===== src/pkg/fbp_pkg.sv =====
/*
 * Package for the five-pin bidirectional I/O port: register byte offsets,
 * field layouts, widths and reset values.
 * Assumes a 32-bit AHB-Lite register bus with word-aligned registers.
 */
package fbp_pkg;
   localparam int          FBP_PINS        = 5;
   localparam int          FBP_ANA_PINS    = 4;
   localparam int          FBP_OD_PIN      = 4;
   localparam int          FBP_ACFG_W      = 3;
   localparam logic [11:0] FBP_OFS_DATA    = 12'h000;
   localparam logic [11:0] FBP_OFS_DIR     = 12'h004;
   localparam logic [11:0] FBP_OFS_ACFG    = 12'h008;
   localparam logic [11:0] FBP_OFS_PERIPH  = 12'h00C;
   localparam logic [4:0]  FBP_DIR_RST     = 5'h1F;
   localparam logic [4:0]  FBP_LATCH_RST   = 5'h00;
   localparam logic [2:0]  FBP_ACFG_RST    = 3'h0;
   localparam logic [2:0]  FBP_ACFG_ALLDIG = 3'h6;
   localparam logic [1:0]  FBP_HTRANS_NSEQ = 2'h2;
   localparam logic [1:0]  FBP_HTRANS_SEQ  = 2'h3;
   localparam logic        FBP_RESP_OKAY   = 1'b0;
   typedef logic [FBP_PINS-1:0] fbp_pins_t;
endpackage : fbp_pkg


===== src/pkg/fbp_cfg_if.sv =====
/*
 * Interface carrying the port configuration from the register file to the
 * pin logic.
 * Assumes both ends run on hclk.
 */
`timescale 1ns/100ps
interface fbp_cfg_if;
   import fbp_pkg::*;
   fbp_pins_t              latch;
   fbp_pins_t              dir_mask;
   logic [FBP_ANA_PINS-1:0] analog_sel;
   logic                    periph_en;
   fbp_pins_t              pin_sync;
   modport regs (output latch, output dir_mask, output analog_sel, output periph_en, input pin_sync);
   modport pins (input latch, input dir_mask, input analog_sel, input periph_en, output pin_sync);
endinterface : fbp_cfg_if


===== src/core/fbp_port.sv =====
/*
 * Five-pin bidirectional I/O port with AHB-Lite register access.
 * Assumes a single AHB-Lite master, hclk at 100 MHz, hresetn asynchronous.
 */
// Notes on behaviour
// - Five bidirectional pins, each with own direction bit and latch bit.
// - Direction bit one makes the pin an input, driver released.
// - Direction bit zero drives the output latch value onto the pin.
// - Data reads return sampled pin levels; writes go to the latch.
// - Writes are not merged with pins: sampled pins are masked off, written bits go to the latch.
// - Fifth pin feeds timer clock input and only pulls low as output.
// - Analog config selects digital or analog per low pin.
// - After reset, low four pins are analog and read zero.
// - Direction mask still applies to low pins in analog mode.
// - Low pin output in analog mode drives its latch value.
// - An enabled sharing peripheral takes priority over the fifth pin; the low four pins are unaffected.
// - Any reset returns the direction mask to all ones.
`timescale 1ns/100ps
module fbp_port (
   input  wire logic                hclk,
   input  wire logic                hresetn,
   input  wire logic                hsel,
   input  wire logic [31:0]         haddr,
   input  wire logic [1:0]          htrans,
   input  wire logic                hwrite,
   input  wire logic [2:0]          hsize,
   input  wire logic [31:0]         hwdata,
   input  wire logic                hready,
   output logic      [31:0]         hrdata,
   output logic                     hreadyout,
   output logic                     hresp,
   input  wire fbp_pkg::fbp_pins_t  pin_in,
   output fbp_pkg::fbp_pins_t       pin_out,
   output fbp_pkg::fbp_pins_t       pin_oe,
   output logic                     timer_zero_clock_in
);
   import fbp_pkg::*;

   fbp_cfg_if cfg ();

   fbp_pins_t                first_io_port_data_r;
   fbp_pins_t                direction_mask_first_port_r;
   logic [FBP_ACFG_W-1:0]    analog_config_register_one_r;
   logic                     periph_en_r;
   logic                     wr_pend_r;
   logic [11:0]              wr_addr_r;
   logic [31:0]              hrdata_r;
   logic                     take;

   // Analog select per low pin from the config code.
   function automatic logic [FBP_ANA_PINS-1:0] ana_decode(input logic [FBP_ACFG_W-1:0] code);
      logic [FBP_ANA_PINS-1:0] sel;
      sel = '0;
      if (code[2:1] != FBP_ACFG_ALLDIG[2:1]) begin
         unique case (code)
            3'h0, 3'h1:  sel = 4'hF;
            3'h2, 3'h3:  sel = 4'h3;
            3'h4, 3'h5:  sel = 4'h1;
            default:     sel = 4'h0;
         endcase
      end
      return sel;
   endfunction : ana_decode

   assign take      = hsel && hready && (htrans == FBP_HTRANS_NSEQ || htrans == FBP_HTRANS_SEQ);
   assign hreadyout = 1'b1;
   assign hresp     = FBP_RESP_OKAY;
   assign hrdata    = hrdata_r;

   always_ff @(posedge hclk or negedge hresetn) begin
      if (!hresetn) begin
         wr_pend_r <= 1'b0;
         wr_addr_r <= '0;
      end else begin
         wr_pend_r <= take && hwrite;
         wr_addr_r <= haddr[11:0];
      end
   end

   // Output latch: the sampled pins are masked off and only the written bits are stored.
   // A whole-word write modifies every bit, so a zero can clear a pin read high.
   always_ff @(posedge hclk or negedge hresetn) begin
      if (!hresetn) begin
         first_io_port_data_r <= FBP_LATCH_RST;
      end else if (wr_pend_r && wr_addr_r == FBP_OFS_DATA) begin
         first_io_port_data_r <= (cfg.pin_sync & ~fbp_pins_t'('1))
                                 | fbp_pins_t'(hwdata[FBP_PINS-1:0]);
      end
   end

   always_ff @(posedge hclk or negedge hresetn) begin
      if (!hresetn) begin
         direction_mask_first_port_r <= FBP_DIR_RST;
      end else if (wr_pend_r && wr_addr_r == FBP_OFS_DIR) begin
         direction_mask_first_port_r <= hwdata[FBP_PINS-1:0];
      end
   end

   always_ff @(posedge hclk or negedge hresetn) begin
      if (!hresetn) begin
         analog_config_register_one_r <= FBP_ACFG_RST;
      end else if (wr_pend_r && wr_addr_r == FBP_OFS_ACFG) begin
         analog_config_register_one_r <= hwdata[FBP_ACFG_W-1:0];
      end
   end

   always_ff @(posedge hclk or negedge hresetn) begin
      if (!hresetn) begin
         periph_en_r <= 1'b0;
      end else if (wr_pend_r && wr_addr_r == FBP_OFS_PERIPH) begin
         periph_en_r <= hwdata[0];
      end
   end

   // Read data registered at the address phase; unmapped reads zero.
   always_ff @(posedge hclk or negedge hresetn) begin
      if (!hresetn) begin
         hrdata_r <= '0;
      end else if (take && !hwrite) begin
         hrdata_r <= '0;
         unique case (haddr[11:0])
            FBP_OFS_DATA:   hrdata_r[FBP_PINS-1:0]   <= cfg.pin_sync;
            FBP_OFS_DIR:    hrdata_r[FBP_PINS-1:0]   <= direction_mask_first_port_r;
            FBP_OFS_ACFG:   hrdata_r[FBP_ACFG_W-1:0] <= analog_config_register_one_r;
            FBP_OFS_PERIPH: hrdata_r[0]              <= periph_en_r;
            default:        hrdata_r <= '0;
         endcase
      end
   end

   assign cfg.latch      = first_io_port_data_r;
   assign cfg.dir_mask   = direction_mask_first_port_r;
   assign cfg.analog_sel = ana_decode(analog_config_register_one_r);
   assign cfg.periph_en  = periph_en_r;

   fbp_pin_ctrl u_pins (
      .hclk                (hclk),
      .hresetn             (hresetn),
      .pin_in              (pin_in),
      .pin_out             (pin_out),
      .pin_oe              (pin_oe),
      .timer_zero_clock_in (timer_zero_clock_in),
      .cfg                 (cfg.pins)
   );
endmodule : fbp_port


===== src/core/fbp_pin_ctrl.sv =====
/*
 * Pin driver and sampler for the five-pin port.
 * Assumes pin inputs synchronous to hclk; the pad resolves level from enables.
 */
`timescale 1ns/100ps
module fbp_pin_ctrl (
   input  wire logic          hclk,
   input  wire logic          hresetn,
   input  wire fbp_pkg::fbp_pins_t pin_in,
   output fbp_pkg::fbp_pins_t pin_out,
   output fbp_pkg::fbp_pins_t pin_oe,
   output logic              timer_zero_clock_in,
   fbp_cfg_if.pins           cfg
);
   import fbp_pkg::*;

   fbp_pins_t samp_r;

   always_ff @(posedge hclk or negedge hresetn) begin
      if (!hresetn) begin
         samp_r <= FBP_LATCH_RST;
      end else begin
         samp_r <= pin_in;
      end
   end

   // Analog pins read as zero digitally.
   always_comb begin
      cfg.pin_sync = samp_r;
      for (int i = 0; i < FBP_ANA_PINS; i++) begin
         if (cfg.analog_sel[i]) begin
            cfg.pin_sync[i] = 1'b0;
         end
      end
   end

   always_comb begin
      for (int i = 0; i < FBP_PINS; i++) begin
         pin_oe[i]  = !cfg.dir_mask[i];
         pin_out[i] = cfg.latch[i];
      end
      // Open-drain: only drive while pulling low.
      pin_oe[FBP_OD_PIN]  = !cfg.dir_mask[FBP_OD_PIN] && !cfg.latch[FBP_OD_PIN];
      pin_out[FBP_OD_PIN] = 1'b0;
      if (cfg.periph_en) begin
         pin_oe[FBP_OD_PIN] = 1'b0;
      end
   end

   assign timer_zero_clock_in = samp_r[FBP_OD_PIN];
endmodule : fbp_pin_ctrl


===== config.mk =====
export PLATFORM = sky130hd
export DESIGN_NAME = fbp_port
export DESIGN_NICKNAME = d
export VERILOG_FILES = /design/src/pkg/fbp_pkg.sv /design/src/pkg/fbp_cfg_if.sv /design/src/core/fbp_port.sv /design/src/core/fbp_pin_ctrl.sv
export SDC_FILE = /design/constraint.sdc
export NUM_CORES = 1
export LEC_CHECK = 0
export BUFFER_PORTS_ARGS = -buffer_cell sky130_fd_sc_hd__buf_2
export CORE_MARGIN = 2
export CORE_UTILIZATION = 43
export CTS_CLUSTER_DIAMETER = 30
export DETAILED_ROUTE_END_ITERATION = 10
export HOLD_SLACK_MARGIN = 0.05
export PLACE_DENSITY = 0.94
export SLEW_MARGIN = 20
export SYNTH_ARGS = -nofsm -noshare
export SYNTH_HDL_FRONTEND = slang
export SYNTH_SLANG_ARGS = --single-unit

===== constraint.sdc =====
create_clock -name hclk -period 3.3 [get_ports hclk]
set_input_delay 0.33 -clock hclk [delete_from_list [all_inputs] [get_ports hclk]]
set_output_delay 0.33 -clock hclk [all_outputs]
set_load 0.005 [all_outputs]

-- Yosys cells after proc, flatten, opt, wreduce, memory -nomap -nowiden
Index checks and enable logic that the tools add are counted.
- register bits after elaboration: 37
- logic and storage cells: 55
- reductions and logical operators: 23
- equality and inequality tests: 14
- mux-type cells: 10
- operators by type and width (operator ; number):
    == test 12 x 4 -> 1 bit (second input constant) ; 4
    == test 12 x 3 -> 1 bit (second input constant) ; 2
    logical NOT 12 bit ; 2
    one-hot mux 4 bit (3 select lines) ; 1
    logical AND 1 bit ; 9
    logical NOT 1 bit ; 7
    == test 3 x 2 -> 1 bit (second input constant) ; 2
    == test 3 bit (second input constant) ; 2
    one-hot mux 2 bit (3 select lines) ; 1
    OR reduction 2 bit ; 3
    2-to-1 mux 1 bit ; 5
    == test 2 bit (second input constant) ; 2
    2-to-1 mux 4 bit ; 1
    one-hot mux 1 bit (4 select lines) ; 1
    one-hot mux 2 bit (2 select lines) ; 1
    == test 3 x 1 -> 1 bit (second input constant) ; 1
    logical NOT 3 bit ; 1
    inequality test 2 bit (second input constant) ; 1
    logical OR 1 bit ; 1

-- Depth between registers and ports, before layout
Gate-level depths: netlist of the first run.
- word-level depth: 6
- gate-level depth with buffers: 5

-- Modules after synthesis
A second synthesis of the first run with hierarchy kept.
- cells, all modules: 140
- area, all modules: 1759.2 µm²
- modules (own cells, without submodules) (module ; cells each ; instances ; area each (µm²) ; sequential area each (µm²)):
    fbp_port ; 119 ; 1 ; 1535.2 ; 807.0
    fbp_pin_ctrl ; 21 ; 1 ; 224.0 ; 125.1

-- Least setup slack after synthesis of the first run
OpenSTA, ideal clock, no wires.
- path kind: reg2reg
- start point: register wr_addr_r[8]
- end point: register first_io_port_data_r[0] (netlist: cfg.latch[0])
- cell stages (with the launch flop): 5
- path buffers: 0
- library setup time: 128 ps
- period minus slack after synthesis: 1848 ps
- setup slack: 1452 ps
- data arrival time: 1720 ps
- cells stage by stage: dfrtp_1 -> or4b_4 -> nor4_4 -> and4bb_2 -> mux2_1
- longest elaborated chain between the ends: 2
- RTL lines (element ; RTL line ; RTL):
    start: declaration ; fbp_port.sv:46 ; logic [11:0] wr_addr_r;
    start signal: assignment ; fbp_port.sv:76 ; wr_addr_r <= haddr[11:0];
    logical NOT 12 bit ; fbp_port.sv:85 ; end else if (wr_pend_r && wr_addr_r == FBP_OFS_DATA) begin
    logical AND 1 bit ; fbp_port.sv:85 ;
    end signal: assignment ; fbp_port.sv:86 ; first_io_port_data_r <= (cfg.pin_sync & ~fbp_pins_t'('1))
    end: declaration ; fbp_port.sv:41 ; fbp_pins_t first_io_port_data_r;
No other way between the ends.
A chain may end at the register's enable or synchronous reset.

-- Final worst setup path of the first run
- start point: register wr_addr_r[8]
- end point: register first_io_port_data_r[1] (netlist: cfg.latch[1])
Same word-level chain as after synthesis.

==> results of run 1 <==
[cells by family after synthesis]
group | after synthesis | share of synthesized area (%)
and+or+nand+nor | 29 | 12.3
DFF | 37 | 55.7
AOI/OAI and AO/OA | 12 | 4.19
other | 2 | 0.449
buffers and inverters | 41 | 16.8
muxes | 16 | 10.6
[power by group]
group	switching, uW	leakage, uW	internal [uW]
registers	8.00	0.000458	471
clock network	145	0.0000585	246
logic	35.7	0.000460	22.9
[critical path, stage by stage, from the launching register on]
cell and delay [ps]:
dfrtp_1 360, or4b_4 540, nor4_4 240, and4bb_2 370, mux2_1 340
[layout by cell type (no fill, tap or decap), drive strengths merged, types with 2 or more instances in the layout]
| cell type | instances |
|---|---|
| inv | 5 |
| conb | 30 |
| buf | 42 |
| o21ai | 6 |
| mux2i | 2 |
| clkbuf | 7 |
| mux2 | 14 |
| a21oi | 3 |
| nand4b | 2 |
| nand4 | 2 |
| nor4 | 4 |
| nand2 | 9 |
| dfrtp | 32 |
| dfstp | 5 |
| nor2 | 2 |
[cell type report]
class / count / area (um2) / area share (%)
multi-input combinational: 87 / 566 / 29.7
inverter: 5 / 18.8 / 0.986
tap: 48 / 60.1 / 3.16
clock buffer: 7 / 86.3 / 4.54
clock inverter: 1 / 30.0 / 1.58
timing repair buffer: 42 / 210 / 11.0
sequential: 37 / 932 / 49.0
[registers in the layout, indices dropped and copies added (netlist names)]
signal,count
wr_pend_r,1
analog_config_register_one_r,3
cfg.periph_en,1
u_pins.samp_r,5
wr_addr_r,12
cfg.dir_mask,5
cfg.latch,5
hrdata,5
[final timing paths]
| kind | startpoint | end | cells past startpoint |
|---|---|---|---|
| setup / recovery | wr_addr_r[8] | cfg.latch[1] | 4 |
| hold / removal | hresetn | cfg.latch[2] | 1 |
| setup reg to reg | wr_addr_r[8] | cfg.latch[1] | 4 |
| hold reg to reg | hrdata[2] | hrdata[2] | 2 |
| max in group asynchronous | hresetn | hrdata[3] | 1 |
| min in group hclk | pin_in[4] | u_pins.samp_r[4] | 1 |
[per-stage QoR]
stage                     cells  util, %  hold slack [ps]
after detailed placement    219     48.4              439
after global routing        227     51.6              126
after floorplan             165        -             34.4
after global placement      219     48.4              438
final                       227     51.6              125
after CTS                   227     51.6              135
[per-layer routing]
layer,track usage [%],vias up,routed length [um]
li1,-,490,-
met1,15.8,495,1080
met2,25.3,46,1570
met3,5.11,2,187
met4,5.36,0,14
met5,0,-,0
==> flow_summary.yaml, run 1 <==
outcome:
  status: "finished clean"
final_layout:
  diodes: 0
  syn_to_final_growth_pct: 13.7
  nets: 257
  fill_cells: 342
  fin_area_um2: 1900
  drive_gt1_share_pct: 37.4
grt:
  grt_pass1_vias: 992
  grt_remaining_overflow: 0
  grt_use_total_pct: 14.4
  grt_max_degree: 38
  antenna_found_initial: 0
  grt_pass1_wl_um: 4620
route:
  drc: 0
  drtAntennaViolNets: 0
  drt-wirelength-per-cell_um: 12.5
  drtIter0Drc: 7
  drt-pass1-iter-count: 4
  num_vias: 1033
  routed_via_density: 4.55
  wirelength_um: 2850
timing:
  slew_headroom_pct: 47.1
  setup_tns_ps: 0
  drv_slew: 0
  min_period_over_period_pct: 59.4
  rsz0062_at_grt: "no"
  finalSetupViolCount: 0
  skew_ps: 3.43
  final.min_clock_period_ps: 1960
  max_freq_mhz: 510
  tightest_slew_ps: 794
  hold_viol_final: 0
  setup_ws_ps: 1340
clocking:
  cts-resized-gates: 0
  clock_latency_ps: 290
  cts_setup_buffers: 0
  cts.sinks: 37
  clockBufferDepth: 2
  cts-root-buf: "clkbuf_8"
  hold_buffers: 0
  cts_buffers: 5
  clk_pin_slew_ps: 70
  tritoncts: "done"
  htreeDepth: 2
critical_path:
  cp_max_fo: 5
  r2r_setup_slack_ps: 1340
  required_ps: 3470
  worstSetupPathType: "flop to flop"
  end_kind: "flop"
  worst-endpoint-arrival_ps: 2130
  cp-start-kind: "flop"
placement:
  place_ws_ps: 1300
  hpwl_um: 2260
  place_congestion: 0.799
  placed_cell_area_um2: 1790
  port-buffer-count: 42
logic_synthesis:
  netlist.area_leader.share_pct: 47.8
  synth_area_um2: 1670
  ys.flop_type: "dfrtp_1"
  yosys-top-cells-area: "dfrtp_1 48%, buf_4 15%, dfstp_2 7.8%"
  synth_edf_count: 0
  avgSynthCellArea_um2: 12.2
  synthMostInstantiatedCell: "buf_4"
  seq_area_frac_synth_pct: 55.7
  async_flop_share_pct: 100
  yosys.area.top_type: "dfrtp_1"
  netlist_top_cells_count: "34 x buf_4, 32 x dfrtp_1, 9 x mux2_2, 9 x nand2_1, 6 x o21ai_0"
  synthCells: 137
  yosys.cell_types.count: 31
  yosys_warnings: 0
  yosys_register_bits: 37
floorplanning:
  num_rows: 22
  start_util_pct: 45.4
  die_y_um: 66.4
  die-area_um2: 4410
  io_pins: 124
  fp.dieW_um: 66.4
  coreArea_um2: 3690
job:
  maxCapViolCount: 0
power_and_ir_drop:
  ir_drop_v: 0.000321
  total_power_uw: 929
  power_density_nw_per_um2: 488
  leakage_uw: 0.000977
worst_hold_path:
  hold_path.class: "primary input to asynchronous set/reset pin"
(Power assumes the default switching activity.)
==> inputs of run 2 (changes only) <==
--- a/config.mk
+++ b/config.mk
@@ -5,13 +5,14 @@
 export SDC_FILE = /design/constraint.sdc
 export NUM_CORES = 1
 export LEC_CHECK = 0
+export ABC_AREA = 1
 export BUFFER_PORTS_ARGS = -buffer_cell sky130_fd_sc_hd__buf_2
 export CORE_MARGIN = 2
-export CORE_UTILIZATION = 43
+export CORE_UTILIZATION = 37
 export CTS_CLUSTER_DIAMETER = 30
 export DETAILED_ROUTE_END_ITERATION = 10
 export HOLD_SLACK_MARGIN = 0.05
-export PLACE_DENSITY = 0.94
+export PLACE_DENSITY = 0.84
 export SLEW_MARGIN = 20
 export SYNTH_ARGS = -nofsm -noshare
 export SYNTH_HDL_FRONTEND = slang
==> constraint.sdc (replaced) <==
create_clock -name hclk -period 1.8 [get_ports hclk]
set_input_delay 0.18 -clock hclk [delete_from_list [all_inputs] [get_ports hclk]]
set_output_delay 0.18 -clock hclk [all_outputs]
set_load 0.005 [all_outputs]
==> run 2 against run 1 <==
Against the previous run:
- design area is 20% higher
- worst setup slack worse by 890 ps
- routed wire length rose by 21%
- clock-buffer cell count is 2 lower
- final cell count up 42%
- clock skew grew 5.8 ps
- first-iteration DRC count increased to 4.6 times the previous value
- via count is 28% higher
- sequential share of layout area shrank 8.0 points
- non-clock buffer count up 17
- worst hold slack worse by 45 ps
- highest routed layer unchanged
==> flow_summary.yaml, run 2 <==
outcome:
  status: "finished clean"
placement:
  place_congestion: 0.743
  hpwl_um: 2530
  place_ws_ps: 629
  dp_cells: 298
  placed_cell_area_um2: 1990
  port-buffer-count: 42
logic_synthesis:
  yosys-top-cells-area: "dfrtp_1 43%, buf_4 14%, dfstp_2 7.1%"
  synth_area_um2: 1850
  netlist.area_leader.share_pct: 43.4
  synth_edf_count: 0
  ys.flop_type: "dfrtp_1"
  async_flop_share_pct: 100
  yosys.cell_types.count: 23
  seq_area_frac_synth_pct: 50.5
  yosys.area.top_type: "dfrtp_1"
  synthMostInstantiatedCell: "nand2_1"
  yosys_warnings: 0
  netlist_top_cells_count: "35 x nand2_1, 34 x buf_4, 32 x dfrtp_1"
  yosys_register_bits: 37
  synthCells: 195
  avgSynthCellArea_um2: 9.46
critical_path:
  r2r_start: "wr_addr_r[11]"
  worstSetupPathType: "primary input to flop"
  r2r-end: "analog_config_register_one_r[2]"
  worst-path-buf-inv: 2
  max_stage_delay_ps: 550
  cp_max_fo: 4
  end_kind: "flop"
  cp_cell_sequence: "dlygate4sd3_1 > buf_2 > nor2_1 > nand2_2 > nor2_4 > nand3_1 > o21ai_1 > nand2_1 > nand2_1"
  path_common_cell: "nand2_1"
  slowest_stage: "dlygate4sd3_1"
  cp-start-kind: "primary input"
  worst-endpoint-arrival_ps: 1570
  r2r_cells: 6
  r2r_setup_slack_ps: 630
  required_ps: 2030
  crit_start: "haddr[7]"
  cpLargestDelayFamily: "buffers and inverters"
clocking:
  htreeDepth: 2
  cts-resized-gates: 0
  cts.sinks: 37
  clk_pin_slew_ps: 80
  cts_buffers: 5
  cts-root-buf: "clkbuf_8"
  clock_latency_ps: 300
  tritoncts: "done"
  clockBufferDepth: 2
  cts_setup_buffers: 0
  hold_buffers: 17
timing:
  slew_headroom_pct: 47.5
  tightest_slew_ps: 788
  min_period_over_period_pct: 74.8
  final.min_clock_period_ps: 1350
  setup_ws_ps: 454
  skew_ps: 9.25
  drv_slew: 0
  finalSetupViolCount: 0
  max_freq_mhz: 743
  setup_tns_ps: 0
  hold_viol_final: 0
  rsz0062_at_grt: "no"
floorplanning:
  start_util_pct: 38.8
  io_pins: 124
  coreArea_um2: 4750
  die_y_um: 74.6
  die-area_um2: 5570
  num_rows: 25
  fp.dieW_um: 74.6
grt:
  grt_max_degree: 38
  antenna_found_initial: 0
  grt_remaining_overflow: 0
  grt_pass1_vias: 1249
  grt_use_total_pct: 13.8
  grt_pass1_wl_um: 5720
route:
  routed_via_density: 4.10
  drtIter0Drc: 32
  drt-pass1-iter-count: 5
  drt-wirelength-per-cell_um: 10.7
  num_vias: 1323
  wirelength_um: 3450
  drc: 0
  drtAntennaViolNets: 0
final_layout:
  largest_reg_flops: 12
  layout_commonest_cell: "buf_2"
  syn_to_final_growth_pct: 23.3
  final_cell_mix: "42 x buf_2, 35 x nand2_1, 32 x dfrtp_1"
  diodes: 0
  final_cells: 323
  top_register: "wr_addr_r"
  nets: 334
  fin_area_um2: 2270
  final_util_pct: 47.8
  drive_gt1_share_pct: 29.7
power_and_ir_drop:
  power_density_nw_per_um2: 757
  ir_drop_v: 0.000484
  leakage_uw: 0.00125
job:
  maxCapViolCount: 0
worst_hold_path:
  holdPathEnd: "wr_addr_r[3]"
  hold_path.class: "primary input to flop"
  holdPathStages: 1
  min_from: "haddr[3]"
run 2: cell types whose count changed in the layout (fill, tap and decap cells not counted), sizes merged, moves of 14 or more:
cell	delta
nand3	+17
mux2	-14
nand2	+31
nor2	+19
dlygate4sd3	+17
inv	+15
run 2: metal layers:
layer,share of wire (%),track usage [%],up-vias
li1,-,-,670
met1,40,16.3,603
met2,52,23.2,44
met3,6.1,4.15,6
met4,1.7,5.95,0
met5,0,0,-
run 2: cells by family (layout without fill, tap and decap cells):
family | count (synthesis) | in the layout | synth area share, %
AO/OA/AOI/OAI | 17 | 17 | 4.75
other | 2 | 30 | 0.407
flip-flops | 37 | 37 | 50.5
AND/OR/NAND/NOR | 85 | 85 | 26.4
buffers and inverters | 54 | 87 | 17.9
run 2: worst max-delay path by stage:
stage	endpoint	slack, ps	depth (start not counted)
2_1_floorplan	cfg.latch[0]	730	6
5_1_grt	hrdata[1]	350	9
3_3_place_gp	cfg.latch[4]	650	6
4_1_cts	hrdata[3]	460	9
3_5_place_dp	analog_config_register_one_r[0]	630	6
6_report	hrdata[3]	450	9
run 2: area by class of cell:
cell class	instances	area, um2
fill	463	2480
sequential	37	932
multi-input combinational	132	688
timing repair buffer	59	380
tap	67	83.8
inverter	20	75.1
clock buffer	5	68.8
clock inverter	3	46.3
run 2: where the power goes:
part           internal, uW  switching, uW  leakage [uW]
sequential              853           9.78      0.000416
combinational          60.3           83.6      0.000779
clock                   414            301     0.0000543
total                  1330            394       0.00125
run 2: per-stage QoR:
step	hold WS [ps]	power [uW]
6_report	80.6	1720
5_1_grt	65.5	1800
4_1_cts	68.3	1740
2_1_floorplan	-116	979
3_3_place_gp	290	989
3_5_place_dp	289	993
